## src/pbrc_map.svh

```systemverilog
`ifndef PBRC_MAP_SVH
`define PBRC_MAP_SVH
// device i/o register byte offsets
`define PBRC_IO_CTRL 8'h00
`define PBRC_IO_GEN_FLAGS 8'h04
`define PBRC_IO_GEN_MASK 8'h08
`define PBRC_IO_ARB_FLAGS 8'h0C
`define PBRC_IO_ARB_MASK 8'h10
`define PBRC_IO_PM_FLAGS 8'h14
`define PBRC_IO_PM_MASK 8'h18
`define PBRC_IO_SERR_STAT 8'h1C
`define PBRC_IO_DMA_PAGE 4'h2
// configuration space byte offsets
`define PBRC_CFG_CMD 8'h04
`define PBRC_CFG_PM 8'h44
// field positions
`define PBRC_CTRL_RST 0
`define PBRC_CTRL_SERR 1
`define PBRC_SER_BIT 8
`define PBRC_ST_DPE 31
`define PBRC_ST_SSE 30
`define PBRC_ST_RMA 29
`define PBRC_ST_RTA 28
`define PBRC_ST_STA 27
`define PBRC_ST_DPD 24
`define PBRC_PM_D0 0
`define PBRC_PM_D3 1
`define PBRC_DMA_FLAG 0
`define PBRC_DMA_MASK 1
`define PBRC_PS_D0 2'h0
`define PBRC_PS_D3 2'h3
// reset values
`define PBRC_MASK8_RST 8'hFF
`define PBRC_MASK2_RST 2'h3
`define PBRC_MASK4_RST 4'hF
`define PBRC_CFG_CMD_RST 32'h00000000
`define PBRC_CFG_WMASK 32'h0000FFFF
// host controller register byte offsets
`define PBRC_H_CMD 8'h00
`define PBRC_H_ADDR 8'h04
`define PBRC_H_WDATA 8'h08
`define PBRC_H_STAT 8'h0C
`define PBRC_H_RDATA 8'h10
// timing
`define PBRC_CLK_PERIOD_NS 10
`define PBRC_RST_HOLD_MS 1
`define PBRC_RST_HOLD_CYC (`PBRC_RST_HOLD_MS * 1000000 / `PBRC_CLK_PERIOD_NS)
`endif

```

## src/pbrc_pkg.sv

```systemverilog
package pbrc_pkg;
  typedef enum logic [1:0] {
    PBRC_IORD = 2'h0,
    PBRC_IOWR = 2'h1,
    PBRC_CFGRD = 2'h2,
    PBRC_CFGWR = 2'h3
  } pbrc_cmd_t;

  typedef enum logic [1:0] {
    PBRC_H_IDLE = 2'h0,
    PBRC_H_WAIT = 2'h1,
    PBRC_H_ISSUE = 2'h3,
    PBRC_H_SPLIT = 2'h2
  } pbrc_hfsm_t;

  typedef struct packed {
    logic [1:0] ctrl;
    logic [7:0] gen_flags;
    logic [7:0] gen_mask;
    logic [7:0] arb_flags;
    logic [7:0] arb_mask;
    logic [1:0] pm_flags;
    logic [1:0] pm_mask;
    logic serr_seen;
    logic [3:0] dma_flag;
    logic [3:0] dma_mask;
    logic [31:0] cfg_cmd;
    logic [1:0] pwr_state;
    logic ack;
    logic err;
    logic [31:0] rdata;
    logic rst_n_out;
    logic serr_oe_n;
    logic [7:0] irq;
    logic [2:0] top;
    logic any;
  } pbrc_dev_t;

  typedef struct packed {
    logic aw_got;
    logic w_got;
    logic [7:0] awaddr;
    logic [31:0] wdata;
    logic awready;
    logic wready;
    logic bvalid;
    logic arready;
    logic rvalid;
    logic [31:0] rdata;
    logic [1:0] cmd;
    logic [7:0] addr;
    logic [3:0] be_n;
    logic [31:0] wbuf;
    logic [31:0] rbuf;
    logic err;
    pbrc_hfsm_t fsm;
    logic req;
    logic [31:0] lwd;
    logic rst_held;
    logic [16:0] hold_cnt;
    logic [16:0] por_cnt;
    logic por_n;
  } pbrc_host_t;
endpackage

```

## src/pbrc_link_if.sv

```systemverilog
`timescale 1ns/1ps
interface pbrc_link_if;
  logic req;
  logic [1:0] cmd;
  logic [7:0] addr;
  logic [3:0] be_n;
  logic [31:0] wdata;
  logic ack;
  logic err;
  logic [31:0] rdata;
  logic pci_rst_n;
  logic sys_por_n;
  logic serr_o;
  logic serr_oe_n;
  logic serr_n;
  // open-drain line with pull-up
  assign serr_n = serr_oe_n ? 1'b1 : serr_o;
  modport device (
    input req, cmd, addr, be_n, wdata, sys_por_n, serr_n,
    output ack, err, rdata, pci_rst_n, serr_o, serr_oe_n
  );
  modport host (
    output req, cmd, addr, be_n, wdata, sys_por_n,
    input ack, err, rdata, pci_rst_n, serr_n
  );
endinterface

```

## src/pbrc_device.sv

```systemverilog
`timescale 1ns/1ps
`include "pbrc_map.svh"
module pbrc_device import pbrc_pkg::*; (
  input logic clk_i,
  input logic reset_i,
  input logic host_mode_i,
  input logic newer_variant_i,
  input logic [7:0] gen_err_i,
  input logic [7:0] arb_err_i,
  input logic [3:0] dma_done_i,
  input logic addr_parity_err_i,
  input logic parity_err_i,
  input logic master_abort_i,
  input logic target_abort_rx_i,
  input logic target_abort_sig_i,
  input logic data_parity_i,
  output logic [7:0] irq_o,
  output logic [2:0] irq_top_o,
  output logic irq_any_o,
  output logic [1:0] power_state_o,
  pbrc_link_if.device link
);
  pbrc_dev_t s, n;
  logic take, wr, io, blocked, misaligned, drive, hard_rst;
  logic [1:0] new_ps;
  logic [3:0] dma_clr;
  logic [31:0] old_cfg, merged, lane_mask, st_clr;
  logic [31:0] st_set;

  localparam logic [31:0] ST_MASK = (32'h1 << `PBRC_ST_DPE) | (32'h1 << `PBRC_ST_SSE)
    | (32'h1 << `PBRC_ST_RMA) | (32'h1 << `PBRC_ST_RTA)
    | (32'h1 << `PBRC_ST_STA) | (32'h1 << `PBRC_ST_DPD);

  assign take = link.req && !s.ack;
  assign wr = link.cmd[0];
  assign io = !link.cmd[1];
  assign blocked = s.ctrl[`PBRC_CTRL_RST]
    && !(io && wr && link.addr == `PBRC_IO_CTRL);
  assign misaligned = io && (link.addr[1:0] != 2'h0 || link.be_n != 4'h0);
  assign drive = s.cfg_cmd[`PBRC_SER_BIT]
    && (s.ctrl[`PBRC_CTRL_SERR] || addr_parity_err_i);
  // only reset_i and, as non-host, the por link reset
  assign hard_rst = reset_i || (!host_mode_i && !link.sys_por_n);

  always_comb begin
    case (link.addr)
      `PBRC_CFG_CMD: old_cfg = s.cfg_cmd;
      `PBRC_CFG_PM: old_cfg = {30'h00000000, s.pwr_state};
      default: old_cfg = 32'h00000000;
    endcase
  end

  pbrc_lane_merge u_merge (
    .old_i(old_cfg),
    .data_i(link.wdata),
    .be_n_i(link.be_n),
    .all_lanes_i(!newer_variant_i),
    .merged_o(merged),
    .lane_mask_o(lane_mask)
  );

  assign new_ps = merged[1:0];
  assign st_clr = (take && !blocked && !io && wr && link.addr == `PBRC_CFG_CMD)
    ? (link.wdata & lane_mask & ST_MASK) : 32'h00000000;
  assign st_set = ({31'h0, parity_err_i} << `PBRC_ST_DPE)
    | ({31'h0, drive} << `PBRC_ST_SSE)
    | ({31'h0, master_abort_i} << `PBRC_ST_RMA)
    | ({31'h0, target_abort_rx_i} << `PBRC_ST_RTA)
    | ({31'h0, target_abort_sig_i} << `PBRC_ST_STA)
    | ({31'h0, data_parity_i} << `PBRC_ST_DPD);

  genvar g;
  for (g = 0; g < 4; g++) begin : g_dma
    assign dma_clr[g] = take && !blocked && !misaligned && io && wr
      && link.addr[7:4] == `PBRC_IO_DMA_PAGE && link.addr[3:2] == 2'(g)
      && link.wdata[`PBRC_DMA_FLAG];
  end

  always_comb begin
    n = s;
    n.ack = 1'b0;
    n.err = 1'b0;
    if (take) begin
      n.ack = 1'b1;
      n.rdata = 32'h00000000;
      if (blocked || misaligned) begin
        n.err = 1'b1;
      end else if (io && wr) begin
        case (link.addr)
          `PBRC_IO_CTRL: begin
            // clearing write touches only that bit
            if (s.ctrl[`PBRC_CTRL_RST] && !link.wdata[`PBRC_CTRL_RST]) begin
              n.ctrl[`PBRC_CTRL_RST] = 1'b0;
            end else begin
              n.ctrl = link.wdata[1:0];
            end
          end
          `PBRC_IO_GEN_FLAGS: n.gen_flags = s.gen_flags & ~link.wdata[7:0];
          `PBRC_IO_GEN_MASK: n.gen_mask = link.wdata[7:0];
          `PBRC_IO_ARB_FLAGS: n.arb_flags = s.arb_flags & ~link.wdata[7:0];
          `PBRC_IO_ARB_MASK: n.arb_mask = link.wdata[7:0];
          `PBRC_IO_PM_FLAGS: n.pm_flags = s.pm_flags & ~link.wdata[1:0];
          `PBRC_IO_PM_MASK: n.pm_mask = link.wdata[1:0];
          `PBRC_IO_SERR_STAT: n.serr_seen = s.serr_seen & !link.wdata[0];
          default: begin
            if (link.addr[7:4] == `PBRC_IO_DMA_PAGE) begin
              n.dma_mask[link.addr[3:2]] = link.wdata[`PBRC_DMA_MASK];
            end
          end
        endcase
      end else if (io) begin
        case (link.addr)
          `PBRC_IO_CTRL: n.rdata = {30'h00000000, s.ctrl};
          `PBRC_IO_GEN_FLAGS: n.rdata = {24'h000000, s.gen_flags};
          `PBRC_IO_GEN_MASK: n.rdata = {24'h000000, s.gen_mask};
          `PBRC_IO_ARB_FLAGS: n.rdata = {24'h000000, s.arb_flags};
          `PBRC_IO_ARB_MASK: n.rdata = {24'h000000, s.arb_mask};
          `PBRC_IO_PM_FLAGS: n.rdata = {30'h00000000, s.pm_flags};
          `PBRC_IO_PM_MASK: n.rdata = {30'h00000000, s.pm_mask};
          `PBRC_IO_SERR_STAT: n.rdata = {31'h00000000, s.serr_seen};
          default: begin
            if (link.addr[7:4] == `PBRC_IO_DMA_PAGE) begin
              n.rdata = {30'h00000000, s.dma_mask[link.addr[3:2]],
                s.dma_flag[link.addr[3:2]]};
            end
          end
        endcase
      end else if (wr) begin
        if (link.addr == `PBRC_CFG_CMD) begin
          n.cfg_cmd = (merged & `PBRC_CFG_WMASK) | (s.cfg_cmd & ~`PBRC_CFG_WMASK);
        end else if (link.addr == `PBRC_CFG_PM) begin
          // only d0 and d3 exist; other codes keep the state
          if (new_ps == `PBRC_PS_D0 || new_ps == `PBRC_PS_D3) begin
            n.pwr_state = new_ps;
          end
          if (s.pwr_state == `PBRC_PS_D0 && new_ps == `PBRC_PS_D3) begin
            n.pm_flags[`PBRC_PM_D3] = 1'b1;
          end
          if (s.pwr_state == `PBRC_PS_D3 && new_ps == `PBRC_PS_D0) begin
            n.pm_flags[`PBRC_PM_D0] = 1'b1;
          end
        end
      end else begin
        n.rdata = old_cfg;
      end
    end
    // events set after clears so a same-cycle event wins
    // status bits
    // writable half from this cycle's write, so software can clear enable bits
    n.cfg_cmd = (s.cfg_cmd & ~`PBRC_CFG_WMASK & ~ST_MASK)
      | (n.cfg_cmd & `PBRC_CFG_WMASK & ~ST_MASK) | ((s.cfg_cmd & ~st_clr) & ST_MASK)
      | st_set;
    n.gen_flags = n.gen_flags | gen_err_i;
    n.arb_flags = n.arb_flags | arb_err_i;
    n.dma_flag = (s.dma_flag & ~dma_clr) | dma_done_i;
    // line low seen only as host
    n.serr_seen = n.serr_seen | (host_mode_i && !link.serr_n);
    if (n.ctrl[`PBRC_CTRL_RST]) begin
      n.ctrl[`PBRC_CTRL_SERR] = 1'b0;
      n.gen_flags = 8'h00;
      n.arb_flags = 8'h00;
      n.gen_mask = `PBRC_MASK8_RST;
      n.arb_mask = `PBRC_MASK8_RST;
      n.pm_flags = 2'h0;
      n.pm_mask = `PBRC_MASK2_RST;
      n.serr_seen = 1'b0;
      n.dma_flag = 4'h0;
      n.dma_mask = `PBRC_MASK4_RST;
    end
    n.rst_n_out = !(host_mode_i && n.ctrl[`PBRC_CTRL_RST]);
    n.serr_oe_n = !drive;
    n.irq[0] = n.serr_seen;
    n.irq[1] = |(n.gen_flags & ~n.gen_mask) || |(n.arb_flags & ~n.arb_mask);
    n.irq[2] = n.pm_flags[`PBRC_PM_D3] && !n.pm_mask[`PBRC_PM_D3];
    n.irq[3] = n.pm_flags[`PBRC_PM_D0] && !n.pm_mask[`PBRC_PM_D0];
    n.irq[7:4] = n.dma_flag & ~n.dma_mask;
    n.top = 3'h0;
    for (int i = 7; i >= 0; i--) begin
      if (n.irq[i]) begin
        n.top = 3'(i);
      end
    end
    n.any = |n.irq;
  end

  always_ff @(posedge clk_i) begin
    if (hard_rst) begin
      s <= '0;
      s.gen_mask <= `PBRC_MASK8_RST;
      s.arb_mask <= `PBRC_MASK8_RST;
      s.pm_mask <= `PBRC_MASK2_RST;
      s.dma_mask <= `PBRC_MASK4_RST;
      s.cfg_cmd <= `PBRC_CFG_CMD_RST;
      s.pwr_state <= `PBRC_PS_D0;
      s.serr_oe_n <= 1'b1;
      s.rst_n_out <= 1'b0;
    end else begin
      s <= n;
    end
  end

  assign irq_o = s.irq;
  assign irq_top_o = s.top;
  assign irq_any_o = s.any;
  assign power_state_o = s.pwr_state;
  assign link.ack = s.ack;
  assign link.err = s.err;
  assign link.rdata = s.rdata;
  assign link.pci_rst_n = s.rst_n_out;
  assign link.serr_o = 1'b0;
  assign link.serr_oe_n = s.serr_oe_n;
endmodule

```

## src/pbrc_lane_merge.sv

```systemverilog
`timescale 1ns/1ps
module pbrc_lane_merge (
  input logic [31:0] old_i,
  input logic [31:0] data_i,
  input logic [3:0] be_n_i,
  input logic all_lanes_i,
  output logic [31:0] merged_o,
  output logic [31:0] lane_mask_o
);
  genvar g;
  for (g = 0; g < 4; g++) begin : g_lane
    logic en;
    assign en = all_lanes_i || !be_n_i[g];
    assign lane_mask_o[g*8 +: 8] = {8{en}};
    assign merged_o[g*8 +: 8] = en ? data_i[g*8 +: 8] : old_i[g*8 +: 8];
  end
endmodule

```

## src/flat_wrapper.sv

```systemverilog
// flat-port wrapper written by rule: the top's interface ports become plain ports
module pbrc_device_flat import pbrc_pkg::*;
  (clk_i, reset_i, host_mode_i, newer_variant_i, gen_err_i, arb_err_i, dma_done_i, addr_parity_err_i, parity_err_i, master_abort_i, target_abort_rx_i, target_abort_sig_i, data_parity_i, irq_o, irq_top_o, irq_any_o, power_state_o, link_req, link_cmd, link_addr, link_be_n, link_wdata, link_sys_por_n, link_ack, link_err, link_rdata, link_pci_rst_n, link_serr_o, link_serr_oe_n);
  pbrc_link_if link_i ();
  input logic clk_i;
  input logic reset_i;
  input logic host_mode_i;
  input logic newer_variant_i;
  input logic [7:0] gen_err_i;
  input logic [7:0] arb_err_i;
  input logic [3:0] dma_done_i;
  input logic addr_parity_err_i;
  input logic parity_err_i;
  input logic master_abort_i;
  input logic target_abort_rx_i;
  input logic target_abort_sig_i;
  input logic data_parity_i;
  output logic [7:0] irq_o;
  output logic [2:0] irq_top_o;
  output logic irq_any_o;
  output logic [1:0] power_state_o;
  input wire logic [$bits(link_i.req)-1:0] link_req;
  input wire logic [$bits(link_i.cmd)-1:0] link_cmd;
  input wire logic [$bits(link_i.addr)-1:0] link_addr;
  input wire logic [$bits(link_i.be_n)-1:0] link_be_n;
  input wire logic [$bits(link_i.wdata)-1:0] link_wdata;
  input wire logic [$bits(link_i.sys_por_n)-1:0] link_sys_por_n;
  output wire logic [$bits(link_i.ack)-1:0] link_ack;
  output wire logic [$bits(link_i.err)-1:0] link_err;
  output wire logic [$bits(link_i.rdata)-1:0] link_rdata;
  output wire logic [$bits(link_i.pci_rst_n)-1:0] link_pci_rst_n;
  output wire logic [$bits(link_i.serr_o)-1:0] link_serr_o;
  output wire logic [$bits(link_i.serr_oe_n)-1:0] link_serr_oe_n;
  assign link_i.req = link_req;
  assign link_i.cmd = link_cmd;
  assign link_i.addr = link_addr;
  assign link_i.be_n = link_be_n;
  assign link_i.wdata = link_wdata;
  assign link_i.sys_por_n = link_sys_por_n;
  assign link_ack = link_i.ack;
  assign link_err = link_i.err;
  assign link_rdata = link_i.rdata;
  assign link_pci_rst_n = link_i.pci_rst_n;
  assign link_serr_o = link_i.serr_o;
  assign link_serr_oe_n = link_i.serr_oe_n;
  pbrc_device u_core (.clk_i(clk_i), .reset_i(reset_i), .host_mode_i(host_mode_i), .newer_variant_i(newer_variant_i), .gen_err_i(gen_err_i), .arb_err_i(arb_err_i), .dma_done_i(dma_done_i), .addr_parity_err_i(addr_parity_err_i), .parity_err_i(parity_err_i), .master_abort_i(master_abort_i), .target_abort_rx_i(target_abort_rx_i), .target_abort_sig_i(target_abort_sig_i), .data_parity_i(data_parity_i), .irq_o(irq_o), .irq_top_o(irq_top_o), .irq_any_o(irq_any_o), .power_state_o(power_state_o), .link(link_i));
endmodule
```

## config.mk

```make
export PLATFORM = sky130hd
export DESIGN_NAME = pbrc_device_flat
export DESIGN_NICKNAME = d
export VERILOG_FILES = /design/src/pbrc_pkg.sv /design/src/pbrc_link_if.sv /design/src/pbrc_device.sv /design/src/pbrc_lane_merge.sv /design/src/flat_wrapper.sv
export VERILOG_INCLUDE_DIRS = /design/src
export SDC_FILE = /design/constraint.sdc
export NUM_CORES = 1
export LEC_CHECK = 0
export BUFFER_PORTS_ARGS = -buffer_cell sky130_fd_sc_hd__buf_4
export CAP_MARGIN = 20
export CORE_UTILIZATION = 45
export CTS_CLUSTER_SIZE = 25
export DETAILED_ROUTE_END_ITERATION = 7
export PLACE_DENSITY = 0.69
export SLEW_MARGIN = 20
export SYNTH_ARGS = -nofsm -noshare
export SYNTH_HDL_FRONTEND = slang
export SYNTH_SLANG_ARGS = --single-unit
```

## constraint.sdc

```tcl
create_clock -name clk_i -period 7.7 [get_ports clk_i]
set_input_delay 0.77 -clock clk_i [delete_from_list [all_inputs] [get_ports clk_i]]
set_output_delay 0.77 -clock clk_i [all_outputs]
set_load 0.01 [all_outputs]
```

==> impl_metrics.env <==
export IMPL_outcome="finished clean"
export IMPL_grt_usage_pct=25.4
export IMPL_wl_per_cell_um=18.5
export IMPL_crit_arrival_ns=4.38
export IMPL_cts_max_level=3
export IMPL_hpwl_um=11300
export IMPL_synthTopCellsByArea="dfxtp_1, buf_4, mux2i_1, nor2_1, nand2_1"
export IMPL_drive_gt1_share_pct=22.4
export IMPL_period_needed_ns=4.14
export IMPL_finalMaxSlewViolations=0
export IMPL_synth_top_area_share_pct=39.1
export IMPL_ys_flop_type="dfxtp_1"
export IMPL_r2r_setup_slack_ns=4.39
export IMPL_rsz0062_at_grt="no"
export IMPL_root_buffer="clkbuf_16"
export IMPL_crit_fanout=15
export IMPL_cts_num_sinks=108
export IMPL_syn_mean_instance_area_um2=8.53
export IMPL_cts_tree="built"
export IMPL_drc=0
export IMPL_cts_hold_buffers=0
export IMPL_ys_types=71
export IMPL_relSlewSlack_pct=32.9
export IMPL_fin_util_pct=52.9
export IMPL_synth_area_um2=5530
export IMPL_critPathLaunchType="primary input"
export IMPL_drt_initial_drc_count=556
export IMPL_power_leakage_nw=2.70
export IMPL_core_area_um2=12000
export IMPL_fin_hold_ws_ns=0.452
export IMPL_maxCapViolations=0
export IMPL_clock_skew_ns=0.00741
export IMPL_power_density_nw_per_um2=177
export IMPL_finalCritPeriodShare_pct=53.7
export IMPL_area_growth_pct=15.0
export IMPL_drt_first_pass_iters=5
export IMPL_finalWirelength_um=15700
export IMPL_clk_latency_ns=0.35
export IMPL_min_from="u_core.link.rdata[3]"
export IMPL_ys_ff_latch=108
export IMPL_cp_slowest_cell="or4_1"
export IMPL_row_count=40
export IMPL_p_switching_w=0.000281
export IMPL_rr_startpoint="u_core.s[127]"
export IMPL_die_w_um=113
export IMPL_pwr_share_clk_pct=39.1
export IMPL_pwr_share_comb_pct=9.8
export IMPL_diodes=0
export IMPL_hold_class="flop to flop"
export IMPL_ys_warn_count=0
export IMPL_swShare_pct=25.0
export IMPL_ir_drop_mv=0.154
export IMPL_ys_seq_area_share_pct=39.1
export IMPL_die_area_um2=12700
export IMPL_fin_tns_setup_ns=0
export IMPL_critPathCaptureType="flop"
export IMPL_r2r_cells=7
export IMPL_yosys_area_top_type="dfxtp_1"
export IMPL_num_vias=5062
export IMPL_portBuffers=107
export IMPL_nNetsFinal=781
export IMPL_cp_cell_sequence="buf_4 > or4_1 > nor4b_2 > a22oi_1 > o21ai_0 > inv_1 > ha_1 > and3_1 > a31oi_1 > a31oi_1 > nand3_1 > nand2b_1 > o21ai_0 > o21ba_1"
export IMPL_grt_first_pass_wirelength_um=25300
export IMPL_finalPower_w=0.00112
export IMPL_numCtsBuffers=9
export IMPL_ioPinCount=129
export IMPL_drt_vias_per_instance=5.93
export IMPL_min_path_cells=2
export IMPL_slowest_delay_ns=0.90
export IMPL_startpoint="link_addr[1]"
export IMPL_cts_path_max_buffers=2
export IMPL_synthesis_instances=648
export IMPL_final_antenna_net_count=0
export IMPL_grt_max_degree=37
export IMPL_seqPwrFrac_pct=51.1
export IMPL_cp_required_ns=7.94
export IMPL_cts_resized=0
export IMPL_finalSetupViolations=0
export IMPL_grt_pass1_vias=4956
export IMPL_grt_ovfl_total=0
export IMPL_synthArstFlopShare_pct=0
export IMPL_start_util_pct=46.0
export IMPL_cts_setup_buffers=0
export IMPL_antenna_found_initial=0
export IMPL_intPower_w=0.000843
export IMPL_fmax_mhz=242
export IMPL_hold_viol_final=0
export IMPL_worstMarginPinSlew_ns=1.00
export IMPL_synth_edf_count=0
export IMPL_place_congestion=0.889
export IMPL_cts_clk_slew_worst_paths_ns=0.07
export IMPL_die_y_um=113
export IMPL_design_area_um2=6360
export IMPL_place_area_um2=6080
export IMPL_worstSetupPathType="primary input to flop"
-- registers in the layout (all words and copies together) (netlist names) --
signal,flops
u_core.power_state_o,2
u_core.s,68
u_core.link.err,1
u_core.link.rdata,22
u_core.irq_any_o,1
u_core.link.serr_oe_n,1
u_core.link.pci_rst_n,1
u_core.irq_o,8
u_core.irq_top_o,3
u_core.link.ack,1
-- cells in the final DEF, fill, tap and decap left out, types with 12 or more instances in the layout --
cell | synthesis | routed
o21ai_0 | 27 | 27
a22oi_1 | 16 | 16
dfxtp_1 | 108 | 108
buf_4 | 47 | 111
nor2_1 | 79 | 79
nand3_1 | 23 | 23
inv_1 | 12 | 12
nand2_1 | 69 | 69
mux2i_1 | 31 | 31
a21oi_1 | 36 | 36
-- synthesized netlist by cell type (5+ instances only) --
cell type,n
a31oi_1,7
buf_2,8
or2_2,5
a22o_1,9
nand2b_1,5
nand4_1,9
o2111ai_1,5
nand2_1,69
nor3_1,7
clkbuf_1,20
nand3_1,23
and3_1,10
buf_4,47
o21ai_0,27
mux2i_1,31
inv_1,12
dfxtp_1,108
o211ai_1,11
and2_1,9
nor2_1,79
a22oi_1,16
a21oi_1,36
-- cell families after synthesis --
| kind of cell | count (synthesis) | share of synthesized area [%] |
|---|---|---|
| compound gates | 151 | 18.8 |
| fa+ha+maj | 2 | 0.453 |
| buf+inv | 92 | 10.0 |
| flops | 108 | 39.1 |
| mux | 38 | 7.65 |
| other cells | 1 | 0.0678 |
| simple gates | 256 | 23.9 |
-- stage by stage --
step | instances | setup slack, ns
global placement | 837 | 3.30
CTS | 853 | 3.60
global route | 853 | 3.26
detailed placement | 837 | 3.23
finish | 853 | 3.56
floorplan | 658 | 4.05
-- critical path, delay by kind of cell --
family                     cells  cell delay (ns)
AOI/OAI and AO/OA              6             1.15
adders and majority gates      1             0.20
buffers and inverters          2             0.21
and+or+nand+nor                5             2.03
-- layout make-up --
| cell class | instances | area (um^2) |
|---|---|---|
| tap | 147 | 184 |
| inverter | 13 | 48.8 |
| sequential | 108 | 2160 |
| multi-input combinational | 458 | 2850 |
| timing repair buffer | 111 | 833 |
| fill | 1129 | 5660 |
| clock inverter | 4 | 32.5 |
| clock buffer | 12 | 246 |
-- final timing paths --
check,end
max,u_core.irq_top_o[0]
min,u_core.link.rdata[3]
max reg2reg,u_core.s[74]
min reg2reg,u_core.link.rdata[3]
-- per-layer routing --
metal | GRT usage [%] | wire length (um) | vias to the layer above
met1 | 32.3 | 6810 | 2432
met4 | 8.62 | 323 | 0
li1 | - | - | 2375
met3 | 6.27 | 1140 | 29
met2 | 42.1 | 7470 | 226
met5 | 0 | 0 | -
-- power groups by stage --
stage | clock (W) | sequential [W] | combinational [W]
floorplan | 0 | 0.000586 | 0.0000612
global placement | 0 | 0.000587 | 0.000106
detailed placement | 0 | 0.000587 | 0.000108
CTS | 0.000447 | 0.000574 | 0.000108
global route | 0.000469 | 0.000576 | 0.000119
finish | 0.000440 | 0.000575 | 0.000110
No activity file was read; power rests on OpenSTA's default activity.
